===== src/inc/cmp_pkg.sv =====
// Shared constants and types for the cache and translation RAM power gate.
package cmp_pkg;

  // ----------------------------------------------------------------------
  // Array indices and sizes.
  // ----------------------------------------------------------------------
  localparam int unsigned NARR = 3;
  localparam int unsigned ARR_ICACHE = 0;
  localparam int unsigned ARR_DCACHE = 1;
  localparam int unsigned ARR_XLATE = 2;
  localparam int unsigned AW = 5;
  localparam int unsigned DW = 32;

  // ----------------------------------------------------------------------
  // Register offsets of the controller.
  // ----------------------------------------------------------------------
  localparam logic [4:0] OFS_CTRL = 5'h00;
  localparam logic [4:0] OFS_PWR = 5'h04;
  localparam logic [4:0] OFS_MAINT = 5'h08;
  localparam logic [4:0] OFS_STAT = 5'h0C;
  localparam logic [4:0] OFS_REFUSE = 5'h10;

  // ----------------------------------------------------------------------
  // Field positions.
  // ----------------------------------------------------------------------
  localparam int unsigned MAINT_INV_BIT = 3;
  localparam int unsigned STAT_PWR_LSB = 0;
  localparam int unsigned STAT_EN_LSB = 4;
  localparam int unsigned STAT_EMPTY_LSB = 8;
  localparam int unsigned REF_EN_LSB = 0;
  localparam int unsigned REF_MAINT_LSB = 4;
  localparam int unsigned REF_OFF_LSB = 8;

  // ----------------------------------------------------------------------
  // Reset values.
  // ----------------------------------------------------------------------
  localparam logic [2:0] CTRL_RST = 3'h0;
  localparam logic [2:0] PWR_RST = 3'h7;

  // ----------------------------------------------------------------------
  // Power switch state of one RAM group.
  // ----------------------------------------------------------------------
  typedef enum logic [1:0] {
    PS_OFF = 2'b00,
    PS_UP = 2'b01,
    PS_ON = 2'b10,
    PS_DOWN = 2'b11
  } cmp_ps_t;

endpackage


===== src/inc/cmp_if.sv =====
// Link between the memory system end and the power control end.
`timescale 1ns/100ps
interface cmp_if;
  import cmp_pkg::*;

  logic c1_wr;
  logic [2:0] c1_en;
  logic [2:0] mnt_req;
  logic mnt_inv;
  logic [2:0] ram_pwr;
  logic [2:0] en;
  logic [2:0] empty;
  logic [2:0] mnt_ack;

  modport dev (
    input c1_wr, c1_en, mnt_req, mnt_inv, ram_pwr,
    output en, empty, mnt_ack
  );

  modport ctl (
    output c1_wr, c1_en, mnt_req, mnt_inv, ram_pwr,
    input en, empty, mnt_ack
  );
endinterface


===== src/verilog/cmp_pwr.sv =====
// Power control end: register port, power switch sequencing, request screening.
// Functional notes
// - cache RAM off only if disabled and empty.
// - disabled cache RAM accessed only by maintenance.
// - no cache maintenance while its RAM off.
// - restore cache RAM power before enabling cache.
// - translation RAM off only if disabled, empty.
// - disabled translation RAM accessed only by maintenance.
// - no translation maintenance while RAM off.
// - restore translation RAM power before enabling translation.
// - one rising clock edge times everything.
// - asynchronous inputs synchronised before use.
// - every port strictly input or output.
//
// Strobed register access and the placing of the registers were chosen for this implementation.
`timescale 1ns/100ps
module cmp_pwr
  import cmp_pkg::*;
(
  // Clock and reset.
  input wire logic clock_i,
  input wire logic rstn_i,
  // Register port.
  input wire logic [4:0] addr_i,
  input wire logic [31:0] wdata_i,
  input wire logic wr_i,
  input wire logic rd_i,
  output logic [31:0] rdata_o,
  // RAM power switches.
  input wire logic [2:0] pwr_ack_i,
  output logic [2:0] pwr_sw_o,
  // Link to the memory system end.
  cmp_if.ctl lnk
);

  typedef struct packed {
    logic [2:0] ctrl;
    logic [2:0] preq;
    cmp_ps_t [2:0] ps;
    logic [2:0] sw;
    logic [2:0] pwr;
    logic [2:0] ack_s1;
    logic [2:0] ack_s2;
    logic [10:0] refuse;
    logic c1_wr;
    logic [2:0] c1_en;
    logic [2:0] mnt_req;
    logic mnt_inv;
    logic [31:0] rdata;
  } cmp_pwr_t;

  cmp_pwr_t st_r;
  cmp_pwr_t st_nxt;

  logic wr_ctrl;
  logic wr_pwr;
  logic wr_maint;
  logic wr_ref;

  assign wr_ctrl = wr_i && (addr_i == OFS_CTRL);
  assign wr_pwr = wr_i && (addr_i == OFS_PWR);
  assign wr_maint = wr_i && (addr_i == OFS_MAINT);
  assign wr_ref = wr_i && (addr_i == OFS_REFUSE);

  // ----------------------------------------------------------------------
  // Next state.
  // ----------------------------------------------------------------------
  always_comb begin
    logic on;
    logic may_off;
    logic go_down;
    logic go_up;
    on = 1'b0;
    may_off = 1'b0;
    go_down = 1'b0;
    go_up = 1'b0;
    st_nxt = st_r;
    st_nxt.ack_s1 = pwr_ack_i;
    st_nxt.ack_s2 = st_r.ack_s1;
    st_nxt.c1_wr = wr_ctrl;
    st_nxt.mnt_req = 3'h0;
    st_nxt.mnt_inv = 1'b0;
    if (wr_maint) begin
      st_nxt.mnt_inv = wdata_i[MAINT_INV_BIT];
    end
    for (int i = 0; i < NARR; i++) begin
      on = (st_r.ps[i] == PS_ON);
      may_off = on && !lnk.en[i] && lnk.empty[i] && !st_r.ctrl[i] && !st_r.c1_wr &&
                (st_r.mnt_req[i] == 1'b0);
      go_down = 1'b0;
      go_up = 1'b0;
      if (wr_ctrl) begin
        if (wdata_i[i] && !on) begin
          st_nxt.refuse[REF_EN_LSB + i] = 1'b1;
        end else begin
          st_nxt.ctrl[i] = wdata_i[i];
        end
      end
      if (wr_maint && wdata_i[i]) begin
        if (on) begin
          st_nxt.mnt_req[i] = 1'b1;
        end else begin
          st_nxt.refuse[REF_MAINT_LSB + i] = 1'b1;
        end
      end
      if (wr_pwr) begin
        if (!wdata_i[i] && st_r.preq[i]) begin
          if (may_off && !(wr_ctrl && wdata_i[i]) && !(wr_maint && wdata_i[i])) begin
            st_nxt.preq[i] = 1'b0;
            go_down = 1'b1;
          end else begin
            st_nxt.refuse[REF_OFF_LSB + i] = 1'b1;
          end
        end else if (wdata_i[i] && !st_r.preq[i]) begin
          st_nxt.preq[i] = 1'b1;
          go_up = 1'b1;
        end
      end
      unique case (st_r.ps[i])
        PS_ON: begin
          if (go_down) begin
            st_nxt.ps[i] = PS_DOWN;
            st_nxt.sw[i] = 1'b0;
          end
        end
        PS_DOWN: begin
          if (!st_r.ack_s2[i]) begin
            st_nxt.ps[i] = PS_OFF;
          end
        end
        PS_OFF: begin
          if (st_r.preq[i]) begin
            st_nxt.ps[i] = PS_UP;
            st_nxt.sw[i] = 1'b1;
          end
        end
        PS_UP: begin
          if (st_r.ack_s2[i]) begin
            st_nxt.ps[i] = PS_ON;
          end
        end
      endcase
      if (go_up && st_r.ps[i] == PS_ON) begin
        st_nxt.ps[i] = PS_ON;
      end
      st_nxt.pwr[i] = (st_nxt.ps[i] == PS_ON);
    end
    st_nxt.c1_en = st_nxt.ctrl;
    if (wr_ref) begin
      for (int b = 0; b < 11; b++) begin
        if (wdata_i[b] && (st_nxt.refuse[b] == st_r.refuse[b])) begin
          st_nxt.refuse[b] = 1'b0;
        end
      end
    end
    st_nxt.rdata = 32'h0000_0000;
    if (rd_i) begin
      unique case (addr_i)
        OFS_CTRL: st_nxt.rdata[2:0] = st_r.ctrl;
        OFS_PWR: st_nxt.rdata[2:0] = st_r.preq;
        OFS_STAT: begin
          st_nxt.rdata[STAT_PWR_LSB +: 3] = st_r.pwr;
          st_nxt.rdata[STAT_EN_LSB +: 3] = lnk.en;
          st_nxt.rdata[STAT_EMPTY_LSB +: 3] = lnk.empty;
        end
        OFS_REFUSE: st_nxt.rdata[10:0] = st_r.refuse;
        default: st_nxt.rdata = 32'h0000_0000;
      endcase
    end
  end

  // ----------------------------------------------------------------------
  // State register.
  // ----------------------------------------------------------------------
  always_ff @(posedge clock_i or negedge rstn_i) begin
    if (!rstn_i) begin
      st_r <= '0;
      st_r.ctrl <= CTRL_RST;
      st_r.preq <= PWR_RST;
      st_r.ps <= {PS_ON, PS_ON, PS_ON};
      st_r.sw <= PWR_RST;
      st_r.pwr <= PWR_RST;
      st_r.c1_en <= CTRL_RST;
    end else begin
      st_r <= st_nxt;
    end
  end

  // ----------------------------------------------------------------------
  // Outputs.
  // ----------------------------------------------------------------------
  assign rdata_o = st_r.rdata;
  assign pwr_sw_o = st_r.sw;
  assign lnk.c1_wr = st_r.c1_wr;
  assign lnk.c1_en = st_r.c1_en;
  assign lnk.mnt_req = st_r.mnt_req;
  assign lnk.mnt_inv = st_r.mnt_inv;
  assign lnk.ram_pwr = st_r.pwr;

endmodule


===== src/flat_wrapper.sv =====
// flat-port wrapper written by rule: the top's interface ports become plain ports
module cmp_pwr_flat import cmp_pkg::*;
  (clock_i, rstn_i, addr_i, wdata_i, wr_i, rd_i, rdata_o, pwr_ack_i, pwr_sw_o, lnk_c1_wr, lnk_c1_en, lnk_mnt_req, lnk_mnt_inv, lnk_ram_pwr, lnk_en, lnk_empty, lnk_mnt_ack);
  cmp_if lnk_i ();
  input wire logic clock_i;
  input wire logic rstn_i;
  input wire logic [4:0] addr_i;
  input wire logic [31:0] wdata_i;
  input wire logic wr_i;
  input wire logic rd_i;
  output logic [31:0] rdata_o;
  input wire logic [2:0] pwr_ack_i;
  output logic [2:0] pwr_sw_o;
  output wire logic [$bits(lnk_i.c1_wr)-1:0] lnk_c1_wr;
  output wire logic [$bits(lnk_i.c1_en)-1:0] lnk_c1_en;
  output wire logic [$bits(lnk_i.mnt_req)-1:0] lnk_mnt_req;
  output wire logic [$bits(lnk_i.mnt_inv)-1:0] lnk_mnt_inv;
  output wire logic [$bits(lnk_i.ram_pwr)-1:0] lnk_ram_pwr;
  input wire logic [$bits(lnk_i.en)-1:0] lnk_en;
  input wire logic [$bits(lnk_i.empty)-1:0] lnk_empty;
  input wire logic [$bits(lnk_i.mnt_ack)-1:0] lnk_mnt_ack;
  assign lnk_c1_wr = lnk_i.c1_wr;
  assign lnk_c1_en = lnk_i.c1_en;
  assign lnk_mnt_req = lnk_i.mnt_req;
  assign lnk_mnt_inv = lnk_i.mnt_inv;
  assign lnk_ram_pwr = lnk_i.ram_pwr;
  assign lnk_i.en = lnk_en;
  assign lnk_i.empty = lnk_empty;
  assign lnk_i.mnt_ack = lnk_mnt_ack;
  cmp_pwr u_core (.clock_i(clock_i), .rstn_i(rstn_i), .addr_i(addr_i), .wdata_i(wdata_i), .wr_i(wr_i), .rd_i(rd_i), .rdata_o(rdata_o), .pwr_ack_i(pwr_ack_i), .pwr_sw_o(pwr_sw_o), .lnk(lnk_i));
endmodule

===== config.mk =====
export PLATFORM = sky130hd
export DESIGN_NAME = cmp_pwr_flat
export DESIGN_NICKNAME = d
export VERILOG_FILES = /design/src/inc/cmp_pkg.sv /design/src/inc/cmp_if.sv /design/src/verilog/cmp_pwr.sv /design/src/flat_wrapper.sv
export SDC_FILE = /design/constraint.sdc
export NUM_CORES = 1
export LEC_CHECK = 0
export ABC_AREA = 1
export BUFFER_PORTS_ARGS = -buffer_cell sky130_fd_sc_hd__buf_2
export CELL_PAD_IN_SITES_DETAIL_PLACEMENT = 1
export CELL_PAD_IN_SITES_GLOBAL_PLACEMENT = 2
export CORE_ASPECT_RATIO = 0.9
export CORE_MARGIN = 5
export CORE_UTILIZATION = 24
export DETAILED_ROUTE_END_ITERATION = 12
export PLACE_DENSITY = 0.76
export SYNTH_ARGS = -nofsm -noshare
export SYNTH_HDL_FRONTEND = slang
export SYNTH_SLANG_ARGS = --single-unit

===== constraint.sdc =====
create_clock -name clock_i -period 1.2 [get_ports clock_i]
set_input_delay 0.06 -clock clock_i [delete_from_list [all_inputs] [get_ports clock_i]]
set_output_delay 0.06 -clock clock_i [all_outputs]
set_load 0.02 [all_outputs]

==> impl_metrics.ini <==
[critical_path]
path_delay_family = simple AND/OR/NAND/NOR gates
cp.required_ns = 1.41
crit_fanout = 4
cpMostUsedCell = nand2_1
critPathCaptureType = register
cp.arrival_ns = 1.56
critPathSlowestCell = dfrtp_2
ff2ff_path_depth = 8
path_cells = nor2_2, nand3_2, nor2_4, nand3_4, nand2_1, nand3_2, nand2_1, nand2_1
critPathLaunchType = register
worstReg2RegEnd = u_core.pwr_sw_o[1]$_DFFE_PN1P_
cp_slowest_stage_delay_ns = 0.46
r2r_slack_ns = -0.15
rr_startpoint = u_core.lnk.c1_wr$_DFF_PN0_
path_class = reg -> reg
path_buf_inv = 0

[die]
die_w_um = 117
coreArea_um2 = 10200
die_h_um = 107
num_rows = 35
initial_core_util = 0.244
die-area_um2 = 12500
io_pins = 99

[clock_network]
cts_tree = yes
h-tree-depth = 2
cts_buffer_depth = 2
cts_made_buffers = 5
clk_pin_slew_ns = 0.07
cts-root-buf = clkbuf_16
clock_latency_ns = 0.29
clkSinkCount = 47

[synth]
synth_top_family_by_area = simple AND/OR/NAND/NOR gates
ys_top_cells_by_area = dfrtp_1 (35%), buf_4 (13%), dfstp_2 (13%)
synth_commonest_cells = nand2_1 (66), buf_4 (44), dfrtp_1 (35)
yosys.area_share.simple = 0.260
async_reset_ff_frac = 1.00
synth_top_cell_by_area = dfrtp_1
synth_fa_ha_area_frac = 0
synth_ff_type = dfrtp_1
ys_seq_elements = 47
synth_cell_types = 27
syn_area_um2 = 2480
syn-instance-count = 295
synth.most_common_cell = nand2_1
synth-edff-count = 0
yosysWarnings = 0
yosysSeqAreaShare = 0.480
yosysTopAreaCellShare = 0.353
synth_xor_area_frac = 0
synth-compound-area-share = 0.0816
muxShareOfSynthArea = 0
syn_avg_cell_area_um2 = 8.42

[final_layout]
nets = 439
diodes = 0
post-route-util = 0.337
area_delta_synth_final_pct = 37.9
drive_above_1_share = 0.434
fin_cells = 516

[global_route]
grt_max_degree = 48
antenna_found_initial = 0
grt_pass1_vias = 2423
grt_pass1_wl_mm = 12.3
grt_usage = 0.125
overflow = 0

[routing]
wl_per_cell_um = 14.5
dr_wl_met2_mm = 3.67
met1_length_mm = 3.31
vias_per_cell = 4.28
dr.first_iter.drc_count = 94
wl_met3_um = 410
routed.top_layer = met4
drc = 0
num_vias = 2211
wirelength_mm = 7.46
drtAntennaViolNets = 0
drt_pass1_iterations = 4

[place]
dp_worst_setup_slack_ns = -0.136
port_buffers = 50
place.gp.congestion = 0.879
dpl.hpwl_mm = 5.71
dpl.cell_count = 497

[pwr]
leakage_nw = 1.72
vdd_ir_drop_max_uv = 754
pwr_density_cell_nw_per_um2 = 1770

[hold_path]
hold_class = in -> reg
holdPathEnd = u_core.st_r[71]$_DFFE_PN1P_
min-delay-start = wdata_i[2]
hold_path_depth = 3

[sta]
rsz0062_at_grt = yes
fin_skew_ns = 0.00836
hold_viol_final = 0
drv_slew = 0
fin_tns_setup_ns = -1.05
fin_crit_sh = 1.13
finalWorstSetupSlack_ns = -0.151
fin_crit_ns = 1.35
fmax_mhz = 740
finalSetupViolCount = 13

[run_status]
violations = negative setup slack
status = complete, but fails checks

[flow_run]
cap_violations = 0
-- worst reg2reg max path: stages, from the launching register on --
cell     delay (ns)
dfrtp_2        0.46
nor2_2         0.17
nand3_2        0.11
nor2_4         0.16
nand3_4        0.11
nand2_1        0.10
nand3_2        0.06
nand2_1        0.06
nand2_1        0.05
-- metal layers --
layer	global-route usage	up-vias
li1	-	1070
met2	0.207	62
met3	0.0239	7
met4	0.0328	0
met1	0.166	1072
met5	0	-
-- report_power, final --
part           internal (mW)  switching, mW  total, mW  leakage [nW]
combinational           1.00           1.26       2.26          1.05
sequential              2.01          0.209       2.22         0.586
clock                  0.983          0.613       1.60        0.0838
total                   4.00           2.08       6.08          1.72
-- how the worst max path moves through the flow --
| stage | from | slack [ns] | depth (start not counted) | endpoint |
|---|---|---|---|---|
| after floorplan | u_core.st_r[66]$_DFF_PN1_ | -0.03 | 9 | u_core.pwr_sw_o[1]$_DFFE_PN1P_ |
| after global placement | u_core.lnk.c1_wr$_DFF_PN0_ | -0.11 | 6 | u_core.lnk.ram_pwr[1]$_DFF_PN1_ |
| after detailed placement | u_core.lnk.c1_wr$_DFF_PN0_ | -0.14 | 6 | u_core.lnk.ram_pwr[1]$_DFF_PN1_ |
| after CTS | u_core.st_r[68]$_DFF_PN1_ | -0.12 | 9 | u_core.pwr_sw_o[2]$_DFFE_PN1P_ |
| after global routing | u_core.st_r[68]$_DFF_PN1_ | -0.24 | 9 | u_core.pwr_sw_o[2]$_DFFE_PN1P_ |
| final | u_core.lnk.c1_wr$_DFF_PN0_ | -0.15 | 8 | u_core.pwr_sw_o[1]$_DFFE_PN1P_ |
-- final cells by class --
type                            count  area, um^2
Tap cell                          129         161
Multi-Input combinational cell    197        1050
Sequential cell                    47        1190
Clock buffer                        5         125
Inverter                           28         113
Fill cell                        1217        6740
Timing Repair Buffer              107         739
Clock inverter                      3        43.8
-- placed cells by master, fill, tap and decap left out, types with 10 or more instances in the layout --
cell type  count
a21oi_1       14
buf_2         49
buf_4         45
conb_1        23
dfrtp_1       34
dfstp_2       12
inv_1         19
nand2_1       60
nand3_1       14
nor2_1        23
nor2_2        10
-- kinds of logic (layout without fill, tap and decap cells) --
group                  after synthesis  count (layout)
AOI/OAI and AO/OA                   33              33
and+or+nand+nor                    141             141
other                                1              23
DFF                                 47              47
buffers and inverters               73             143
-- what timing repair did --
item	4_1_cts	5_1_grt
resized for setup	16	22
pin swaps	5	12
endpoints found under the setup margin	16	20
setup buffers	2	3
hold endpoints to repair	40	0
hold buffers	6	0
-- sequential cells by signal, summed over array words and instances (netlist names) --
signal,count
u_core.rdata_o,9
u_core.lnk.ram_pwr,3
u_core.lnk.mnt_inv,1
u_core.pwr_sw_o,3
u_core.st_nxt,3
u_core.lnk.c1_wr,1
u_core.lnk.mnt_req,3
u_core.st_r,24
-- per-stage QoR --
| stage | total power, mW | hold slack, ns | instance area, um^2 |
|---|---|---|---|
| finish | 6.08 | 0.0235 | 3420 |
| global route | 6.48 | 0.0310 | 3420 |
| CTS | 5.99 | 0.0125 | 3320 |
| detailed placement | 4.27 | 0.0698 | 3040 |
| global placement | 4.21 | 0.0645 | 3040 |
| floorplan | 3.49 | -0.236 | 2590 |
Power figures use the tool's default switching activity.
